**config.mk**
```make
export PLATFORM = sky130hd
export DESIGN_NAME = llcc_top
export DESIGN_NICKNAME = d
export VERILOG_FILES = /design/src/llcc_pkg.sv /design/src/llcc_top.sv
export SDC_FILE = /design/constraint.sdc
export NUM_CORES = 1
export LEC_CHECK = 0
export ABC_AREA = 1
export BUFFER_PORTS_ARGS = -buffer_cell sky130_fd_sc_hd__buf_2
export CAP_MARGIN = 0
export CORE_ASPECT_RATIO = 1.75
export CORE_MARGIN = 2
export CORE_UTILIZATION = 55
export DETAILED_ROUTE_END_ITERATION = 8
export HOLD_SLACK_MARGIN = 0.02
export PLACE_DENSITY = 0.85
export SLEW_MARGIN = 20
export SYNTH_ARGS = -nofsm -noshare
export SYNTH_HDL_FRONTEND = slang
export SYNTH_SLANG_ARGS = --single-unit
```
**constraint.sdc**
```tcl
create_clock -name pclk -period 2.95 [get_ports pclk]
set_input_delay 0.59 -clock pclk [delete_from_list [all_inputs] [get_ports pclk]]
set_output_delay 0.59 -clock pclk [all_outputs]
set_load 0.01 [all_outputs]
```
**src/llcc_pkg.sv**
```systemverilog
// Purpose: Shared constants and types for the locked-loop configuration block
// Assumes: APB slave with 32-bit data, one word per register
// Notes:   Register layout, reset values and field positions live here

package llcc_pkg;

    // ----------------------------------------------------------------
    // Register byte addresses
    // ----------------------------------------------------------------
    localparam logic [15:0] ADDR_ENABLE   = 16'h1C00;
    localparam logic [15:0] ADDR_REFLOCK  = 16'h1C04;
    localparam logic [15:0] ADDR_RATIO    = 16'h1C08;
    localparam logic [15:0] ADDR_GAINS    = 16'h1C0C;
    localparam logic [15:0] ADDR_CLKOUT   = 16'h1C10;
    localparam logic [15:0] ADDR_STATUS   = 16'h1C14;

    // ----------------------------------------------------------------
    // Field positions
    // ----------------------------------------------------------------
    localparam int BIT_ENABLE   = 0;
    localparam int BIT_HOLD     = 1;
    localparam int BIT_UPDATE   = 2;
    localparam int BIT_PHASEDET = 22;
    localparam int BIT_REFDET   = 21;
    localparam int BIT_LOCKDET  = 27;
    localparam int BIT_SYSDBL   = 8;

    // ----------------------------------------------------------------
    // Reset values
    // ----------------------------------------------------------------
    localparam logic [3:0]  RST_LOCK_THR  = 4'h8;
    localparam logic [3:0]  RST_REF_SRC   = 4'h3;
    localparam logic [1:0]  RST_REF_DIV   = 2'h0;
    localparam logic [9:0]  RST_INT_MULT  = 10'h004;
    localparam logic [3:0]  RST_PD_FINE   = 4'h2;
    localparam logic [3:0]  RST_PD_COARSE = 4'h1;
    localparam logic [3:0]  RST_FD_FINE   = 4'hF;
    localparam logic [3:0]  RST_FD_COARSE = 4'h0;
    localparam logic [6:0]  RST_CLK_DIV   = 7'h01;

    // ----------------------------------------------------------------
    // Reference source, divider and gain codes
    // ----------------------------------------------------------------
    localparam logic [3:0] SRC_MASTER_CLOCK_ONE = 4'h0;
    localparam logic [3:0] SRC_NONE  = 4'h3;
    localparam logic [3:0] SRC_PDM   = 4'h5;
    localparam logic [3:0] SRC_SP1   = 4'h8;
    localparam logic [3:0] SRC_SP2   = 4'h9;
    localparam logic [1:0] DIV_BY_2  = 2'h1;
    localparam logic [3:0] FD_FINE_OFF = 4'hF;

    // Active loop configuration
    typedef struct packed {
        logic [3:0]  lock_detect_threshold;
        logic        lock_detect_enable;
        logic        phase_detect_enable;
        logic        reference_detect_enable;
        logic [1:0]  reference_divider;
        logic [3:0]  reference_source_select;
        logic [9:0]  integer_multiplier;
        logic [15:0] fraction_denominator;
        logic [15:0] fraction_numerator;
        logic [3:0]  phase_gain_fine;
        logic [3:0]  phase_gain_coarse;
        logic [3:0]  freq_gain_fine;
        logic [3:0]  freq_gain_coarse;
    } llcc_cfg_t;

    localparam llcc_cfg_t RST_CFG = '{
        lock_detect_threshold:   RST_LOCK_THR,
        lock_detect_enable:      1'b1,
        phase_detect_enable:     1'b0,
        reference_detect_enable: 1'b1,
        reference_divider:       RST_REF_DIV,
        reference_source_select: RST_REF_SRC,
        integer_multiplier:      RST_INT_MULT,
        fraction_denominator:    16'h0000,
        fraction_numerator:      16'h0000,
        phase_gain_fine:         RST_PD_FINE,
        phase_gain_coarse:       RST_PD_COARSE,
        freq_gain_fine:          RST_FD_FINE,
        freq_gain_coarse:        RST_FD_COARSE
    };

    // Loop controls handed to the analog core
    typedef struct packed {
        logic        run;
        logic        feedback_on;
        logic        free_run;
        logic        fd_fine_on;
        logic [3:0]  ref_index;
        logic        ref_valid;
    } llcc_ctl_t;

    // Complete block state
    typedef struct packed {
        logic        loop_enable_bit;
        logic        loop_hold_bit;
        logic        sys_double;
        logic [6:0]  clk_div;
        llcc_cfg_t   shadow;
        llcc_cfg_t   active;
        llcc_ctl_t   ctl;
        logic        ref_q1;
        logic        ref_q2;
        logic        ref_q3;
        logic        ref_seen;
        logic        pready;
        logic [31:0] prdata;
        logic        pslverr;
        logic [6:0]  div_cnt;
        logic        gpio_clk;
        logic        half_clk;
        logic        sys_clk_sel;
    } llcc_state_t;

endpackage

```
**src/llcc_top.sv**
```systemverilog
// Purpose: APB register file and control of a frequency-locked loop
// Assumes: pclk 250 MHz; loop clock and reference presence arrive as pins
// Notes:   Shadow config applied on update strobe while the loop runs

`timescale 1ns/1ns

// Operation
// - System clock choice: doubled or plain output
// - Pin clock divider, ratios 1 to 127
// - Output equals reference over divider times ratio
// - Ratio fields are plain unsigned integers
// - Running loop applies fields on update bit
// - Hold freezes feedback and keeps frequency
// - Lost reference free-runs; relocks without hold
// - Lock and detect fields at documented bits
// - Reference divider codes divide by one, two
// - Reference source codes select clocks or none
// - Gain fields exponent coding; fine 1111 off
module llcc_top #(
    parameter int DIV_W = 7
) (
    input  wire logic                 pclk,
    input  wire logic                 presetn,
    input  wire logic                 psel,
    input  wire logic                 penable,
    input  wire logic                 pwrite,
    input  wire logic [15:0]          paddr,
    input  wire logic [31:0]          pwdata,
    output logic                      pready,
    output logic [31:0]               prdata,
    output logic                      pslverr,
    input  wire logic                 ref_present,
    input  wire logic                 loop_clk_tick,
    output llcc_pkg::llcc_cfg_t       loop_cfg,
    output llcc_pkg::llcc_ctl_t       loop_ctl,
    output logic                      gpio_clk_out,
    output logic                      sys_clk_double
);

    llcc_pkg::llcc_state_t state;
    llcc_pkg::llcc_state_t next_state;

    // ----------------------------------------------------------------
    // Field packing helpers
    // ----------------------------------------------------------------
    function automatic logic [31:0] pack_reflock(input llcc_pkg::llcc_cfg_t c);
        logic [31:0] w;
        w = 32'h0000_0000;
        w[31:28] = c.lock_detect_threshold;
        w[llcc_pkg::BIT_LOCKDET]  = c.lock_detect_enable;
        w[llcc_pkg::BIT_PHASEDET] = c.phase_detect_enable;
        w[llcc_pkg::BIT_REFDET]   = c.reference_detect_enable;
        w[17:16] = c.reference_divider;
        w[15:12] = c.reference_source_select;
        w[9:0]   = c.integer_multiplier;
        return w;
    endfunction

    function automatic logic [31:0] pack_gains(input llcc_pkg::llcc_cfg_t c);
        return {c.phase_gain_fine, c.phase_gain_coarse, c.freq_gain_fine,
                c.freq_gain_coarse, 16'h0000};
    endfunction

    // ----------------------------------------------------------------
    // Next-state logic
    // ----------------------------------------------------------------
    always_comb begin
        logic        wr;
        logic        rd;
        logic        upd;
        logic        ref_ok;
        logic [31:0] d;
        next_state = state;
        // Writes commit at the edge where the master sees pready high
        wr  = psel && penable && pwrite && state.pready;
        rd  = psel && penable && !pwrite && !state.pready;
        d   = pwdata;
        upd = 1'b0;

        // One wait state per access phase, acknowledged next edge
        next_state.pready  = psel && penable && !state.pready;
        next_state.pslverr = 1'b0;
        // Write errors go out with the ack, one edge ahead of the commit
        if (psel && penable && pwrite && !state.pready) begin
            case (paddr)
                llcc_pkg::ADDR_ENABLE, llcc_pkg::ADDR_REFLOCK, llcc_pkg::ADDR_RATIO,
                llcc_pkg::ADDR_GAINS, llcc_pkg::ADDR_CLKOUT, llcc_pkg::ADDR_STATUS:
                    next_state.pslverr = 1'b0;
                default: next_state.pslverr = 1'b1;
            endcase
        end
        next_state.prdata  = 32'h0000_0000;

        // Config writes go to shadow storage first; enable and clock-out fields apply directly
        if (wr) begin
            case (paddr)
                llcc_pkg::ADDR_ENABLE: begin
                    next_state.loop_enable_bit = d[llcc_pkg::BIT_ENABLE];
                    next_state.loop_hold_bit   = d[llcc_pkg::BIT_HOLD];
                    upd = d[llcc_pkg::BIT_UPDATE];
                end
                llcc_pkg::ADDR_REFLOCK: begin
                    next_state.shadow.lock_detect_threshold   = d[31:28];
                    next_state.shadow.lock_detect_enable      = d[llcc_pkg::BIT_LOCKDET];
                    next_state.shadow.phase_detect_enable     = d[llcc_pkg::BIT_PHASEDET];
                    next_state.shadow.reference_detect_enable = d[llcc_pkg::BIT_REFDET];
                    next_state.shadow.reference_divider       = d[17:16];
                    next_state.shadow.reference_source_select = d[15:12];
                    next_state.shadow.integer_multiplier      = d[9:0];
                end
                llcc_pkg::ADDR_RATIO: begin
                    next_state.shadow.fraction_denominator = d[31:16];
                    next_state.shadow.fraction_numerator   = d[15:0];
                end
                llcc_pkg::ADDR_GAINS: begin
                    next_state.shadow.phase_gain_fine   = d[31:28];
                    next_state.shadow.phase_gain_coarse = d[27:24];
                    next_state.shadow.freq_gain_fine    = d[23:20];
                    next_state.shadow.freq_gain_coarse  = d[19:16];
                end
                llcc_pkg::ADDR_CLKOUT: begin
                    // Zero divisor would stall the pin clock; treat as one
                    next_state.clk_div    = (d[6:0] == 7'h00) ? 7'h01 : d[6:0];
                    next_state.sys_double = d[llcc_pkg::BIT_SYSDBL];
                end
                default: upd = 1'b0;    // Read-only or unmapped: ignored
            endcase
        end

        // Read back shadow view; update bit always zero
        if (rd) begin
            case (paddr)
                llcc_pkg::ADDR_ENABLE:
                    next_state.prdata = {29'h0, 1'b0, state.loop_hold_bit,
                                         state.loop_enable_bit};
                llcc_pkg::ADDR_REFLOCK: next_state.prdata = pack_reflock(state.shadow);
                llcc_pkg::ADDR_RATIO:
                    next_state.prdata = {state.shadow.fraction_denominator,
                                         state.shadow.fraction_numerator};
                llcc_pkg::ADDR_GAINS:   next_state.prdata = pack_gains(state.shadow);
                llcc_pkg::ADDR_CLKOUT:
                    next_state.prdata = {23'h0, state.sys_double, 1'b0, state.clk_div};
                llcc_pkg::ADDR_STATUS:
                    next_state.prdata = {24'h0, state.ctl.ref_index, state.ctl.ref_valid,
                                         state.ctl.free_run, state.ctl.feedback_on,
                                         state.ctl.run};
                default: next_state.pslverr = 1'b1;
            endcase
        end

        // Disabled loop tracks shadow; running loop waits for update
        if (!state.loop_enable_bit || (upd && state.loop_enable_bit))
            next_state.active = next_state.shadow;

        // Reference presence through three-stage synchroniser
        next_state.ref_q1 = ref_present;
        next_state.ref_q2 = state.ref_q1;
        next_state.ref_q3 = state.ref_q2;
        if (state.ref_q2 == state.ref_q3)
            next_state.ref_seen = state.ref_q3;

        // Source decode: reserved and no-input codes give no reference
        case (state.active.reference_source_select)
            llcc_pkg::SRC_MASTER_CLOCK_ONE: next_state.ctl.ref_index = 4'h1;
            llcc_pkg::SRC_PDM:   next_state.ctl.ref_index = 4'h2;
            llcc_pkg::SRC_SP1:   next_state.ctl.ref_index = 4'h3;
            llcc_pkg::SRC_SP2:   next_state.ctl.ref_index = 4'h4;
            default:             next_state.ctl.ref_index = 4'h0;
        endcase
        ref_ok = (next_state.ctl.ref_index != 4'h0) && state.ref_seen;
        next_state.ctl.ref_valid = ref_ok;

        // Feedback runs only when enabled, not held, reference present
        next_state.ctl.run         = state.loop_enable_bit;
        next_state.ctl.feedback_on = state.loop_enable_bit && !state.loop_hold_bit
                                     && ref_ok;
        next_state.ctl.free_run    = state.loop_enable_bit
                                     && (state.loop_hold_bit || !ref_ok);
        next_state.ctl.fd_fine_on  = state.active.freq_gain_fine
                                     != llcc_pkg::FD_FINE_OFF;

        // Pin clock: divide loop clock ticks by 1..127
        next_state.half_clk = 1'b0;
        if (!state.loop_enable_bit) begin
            next_state.div_cnt  = 7'h00;
            next_state.gpio_clk = 1'b0;
        end else if (state.clk_div == 7'h01) begin
            // Ratio one: a pin pulse per loop clock period
            next_state.div_cnt  = 7'h00;
            next_state.gpio_clk = loop_clk_tick;
        end else if (loop_clk_tick) begin
            if (state.div_cnt >= state.clk_div - 7'h01) begin
                next_state.div_cnt  = 7'h00;
                next_state.gpio_clk = 1'b1;
            end else begin
                next_state.div_cnt = state.div_cnt + 7'h01;
                if (state.div_cnt == (state.clk_div >> 1) - 7'h01)
                    next_state.gpio_clk = 1'b0;
            end
        end
        next_state.sys_clk_sel = state.sys_double;
    end

    // ----------------------------------------------------------------
    // State register
    // ----------------------------------------------------------------
    always_ff @(posedge pclk or negedge presetn) begin
        if (!presetn) begin
            state                 <= '0;
            state.loop_enable_bit <= 1'b0;
            state.loop_hold_bit   <= 1'b1;
            state.sys_double      <= 1'b1;
            state.clk_div         <= llcc_pkg::RST_CLK_DIV;
            state.shadow          <= llcc_pkg::RST_CFG;
            state.active          <= llcc_pkg::RST_CFG;
            state.sys_clk_sel     <= 1'b1;
        end else begin
            state <= next_state;
        end
    end

    // ----------------------------------------------------------------
    // Outputs straight from flip-flops
    // ----------------------------------------------------------------
    assign pready         = state.pready;
    assign prdata         = state.prdata;
    assign pslverr        = state.pslverr;
    assign loop_cfg       = state.active;   // ratio = N + num/den
    assign loop_ctl       = state.ctl;
    assign gpio_clk_out   = state.gpio_clk;
    assign sys_clk_double = state.sys_clk_sel;

endmodule // llcc_top

```
==> impl_metrics.env <==
export IMPL_status="complete, no violations"
export IMPL_crit_slowest_cell="dfrtp_1"
export IMPL_power_mw=5.54
export IMPL_layout_nets=1334
export IMPL_dpl_instance_area_um2=10800
export IMPL_ir_drop_v=0.000394
export IMPL_synth_edf_count=0
export IMPL_numCtsBuffers=19
export IMPL_intPower_mw=4.37
export IMPL_area_growth_pct=8.18
export IMPL_dieArea_um2=20400
export IMPL_chipWidth_um=109
export IMPL_fin_util_pct=60.1
export IMPL_synthTopCellsByArea="dfrtp_1 (42%), nand2_1 (8.9%), buf_4 (8.7%), dfstp_2 (7.0%), nand3_1 (6.3%)"
export IMPL_grt_overflow_total=0
export IMPL_cts_hold_buffers=0
export IMPL_power_density_nw_per_um2=485
export IMPL_final_max_slew_viol_count=0
export IMPL_final_layout_size_suffix_gt1_share_pct=20.7
export IMPL_core_um2=19000
export IMPL_clk_latency_ns=0.49
export IMPL_final_common_cell="nand2_1"
export IMPL_ys_dominant_reg_cell="dfrtp_1"
export IMPL_hold_viol_final=0
export IMPL_rows=67
export IMPL_cp_startpoint="state[200]$_DFFE_PN0P_"
export IMPL_grt_usage_pct=27.1
export IMPL_hpwlAfterDp_um=19200
export IMPL_async_flop_share_pct=100
export IMPL_finalCriticalPeriod_ns=2.60
export IMPL_seqPwrFrac_pct=51.4
export IMPL_clk_pin_slew_ns=0.07
export IMPL_vias=8492
export IMPL_clockRootBuffer="clkbuf_16"
export IMPL_grt_max_degree=93
export IMPL_die_y_um=187
export IMPL_cts_resized=0
export IMPL_arrival_ns=3.01
export IMPL_p_comb_share_pct=3.0
export IMPL_drt_pass1_iter_count=5
export IMPL_swShare_pct=21.2
export IMPL_layout_common_cells="nand2_1 (251), dfrtp_1 (178), buf_2 (168), nand3_1 (133), inv_1 (119)"
export IMPL_instances_no_fill=1526
export IMPL_yosys_area_top_type="dfrtp_1"
export IMPL_via_per_inst=5.56
export IMPL_syn_cell_area_um2=10600
export IMPL_dr_wl_met3_um=1520
export IMPL_cp_max_fo=7
export IMPL_syn_inst=1229
export IMPL_gp_congestion=0.916
export IMPL_grt_pass1_vias=8452
export IMPL_critical_path_required_ns=3.36
export IMPL_reg2reg_slack_ns=0.35
export IMPL_port_buffers=169
export IMPL_place_inst=1487
export IMPL_syn_nets=1296
export IMPL_min_period_over_period_pct=88.2
export IMPL_cts_tree="built"
export IMPL_tns_ns=0
export IMPL_clock_sinks=207
export IMPL_fin_ws_ns=0.347
export IMPL_h_tree_depth=1
export IMPL_routed_top_layer="met4"
export IMPL_finClkSkew_ns=0.0114
export IMPL_initial_core_util_pct=55.5
export IMPL_power_leakage_nw=5.27
export IMPL_yosysSeqAreaShare_pct=49.4
export IMPL_ant_nets=0
export IMPL_fmax_mhz=384
export IMPL_yosysUniqueCellTypes=32
export IMPL_synth_warnings=0
export IMPL_fin_hold_ws_ns=0.0308
export IMPL_setup_viol=0
export IMPL_wl_per_cell_um=18.0
export IMPL_route_detailed_drc=0
export IMPL_path_cells="inv_1 > ha_1 > nand2_1 > nor2_1 > nand2_1 > xor2_1 > ha_1 > nand2_1 > a21oi_1 > nor3_1 > nand3_1 > nand2_1 > nand2_1 > nor2_1"
export IMPL_crit_top_cell="nand2_1"
export IMPL_rsz0062_at_grt="false"
export IMPL_crit_path_end_kind="flop"
export IMPL_fin_area_um2=11400
export IMPL_p_clk_share_pct=45.7
export IMPL_yosys_area_top_type_share_pct=42.4
export IMPL_antenna_found_initial=5
export IMPL_criticalPathCategory="flop to flop"
export IMPL_cp_start_kind="flop"
export IMPL_avgSynthCellArea_um2=8.60
export IMPL_cts_path_max_buffers=3
export IMPL_drtIter0Drc=545
export IMPL_cpPeakStageDelay_ns=0.43
export IMPL_met2WireLength_um=14300
export IMPL_p_switching_mw=1.17
export IMPL_synth_seq_cells=207
export IMPL_grt_pass1_wl_um=43000
export IMPL_slew_headroom_pct=46.6
export IMPL_m1WireLength_um=9820
export IMPL_ioPinCount=171
export IMPL_wirelength_um=27500
export IMPL_cts_setup_buffers=0
export IMPL_r2r_start="state[200]$_DFFE_PN0P_"
export IMPL_drv_cap=0
export IMPL_holdCritPathClass="primary input to asynchronous set/reset pin"
export IMPL_worst_slew_pin_slew_ns=0.801
export IMPL_dp_slack_ns=0.441
==> layer usage <==
metal | up-vias | track usage (%)
li1 | 3974 | -
met2 | 302 | 46.7
met4 | 0 | 17.0
met1 | 4123 | 30.8
met3 | 93 | 4.15
met5 | - | 0
==> final cells by class <==
type	instances	area [um^2]
multi-input cells	726	3760
diodes	6	15.0
inverters	123	462
clock inverters	7	113
well taps	241	302
fillers	1595	7600
clock buffers	26	512
repair buffers	190	1050
flip-flops and latches	207	5220
==> kinds of logic after synthesis <==
| family | after synthesis | synth area share (%) |
|---|---|---|
| other | 1 | 0.0355 |
| AND/OR/NAND/NOR | 529 | 21.7 |
| AO/OA/AOI/OAI | 178 | 11.8 |
| adder cells (fa/ha/maj) | 13 | 1.52 |
| XOR/XNOR | 5 | 0.415 |
| buffers and inverters | 296 | 15.2 |
| flip-flops | 207 | 49.4 |
==> critical path: cells and delay by family, from the launching register on <==
| family | cells | cell delay, ns |
|---|---|---|
| and+or+nand+nor | 9 | 1.14 |
| adders and majority gates | 2 | 0.55 |
| AOI/OAI and AO/OA | 1 | 0.04 |
| xor gates and xnor gates | 1 | 0.15 |
| buffers and inverters | 1 | 0.22 |
| DFF | 1 | 0.43 |
==> flip-flops by register name, indices dropped and copies added, names as in the netlist <==
register,count
sys_clk_double,1
pready,1
next_state,4
loop_cfg,71
pslverr,1
gpio_clk_out,1
state,88
prdata,32
loop_ctl,8
==> synth_stat cells (5+ instances only) <==
| library cell | count |
|---|---|
| nand2_1 | 251 |
| nor3_1 | 6 |
| dfrtp_1 | 179 |
| clkbuf_1 | 26 |
| buf_4 | 123 |
| dfstp_2 | 28 |
| a21oi_1 | 20 |
| o21ai_0 | 9 |
| nor2_1 | 103 |
| o21ai_1 | 5 |
| nand3_1 | 134 |
| o211ai_1 | 71 |
| inv_1 | 119 |
| o21a_1 | 72 |
| nand4_1 | 19 |
| buf_2 | 17 |
| ha_1 | 12 |
| nor2_2 | 6 |
| buf_1 | 6 |
==> path summary, 6_finish.rpt <==
path                                             end  depth (start not counted)
max in group asynchronous  next_state[0]$_DFFE_PN1P_                          2
hold reg to reg             next_state[45]$_DFF_PN0_                          0
hold / removal               loop_cfg[2]$_DFFE_PN0P_                          1
min in group pclk           next_state[46]$_DFF_PN0_                          1
setup / recovery                state[5]$_DFFE_PN0P_                         14
setup reg to reg                state[5]$_DFFE_PN0P_                         14
==> power groups by stage <==
stage	clock network (mW)	logic [mW]	registers [mW]
final	2.53	0.164	2.85
after global routing	2.66	0.183	2.85
after detailed placement	0	0.166	2.90
after global placement	0	0.163	2.90
after floorplan	0	0.0266	2.90
after CTS	2.55	0.166	2.85
Note: power is estimated with default switching activity, not from simulation.
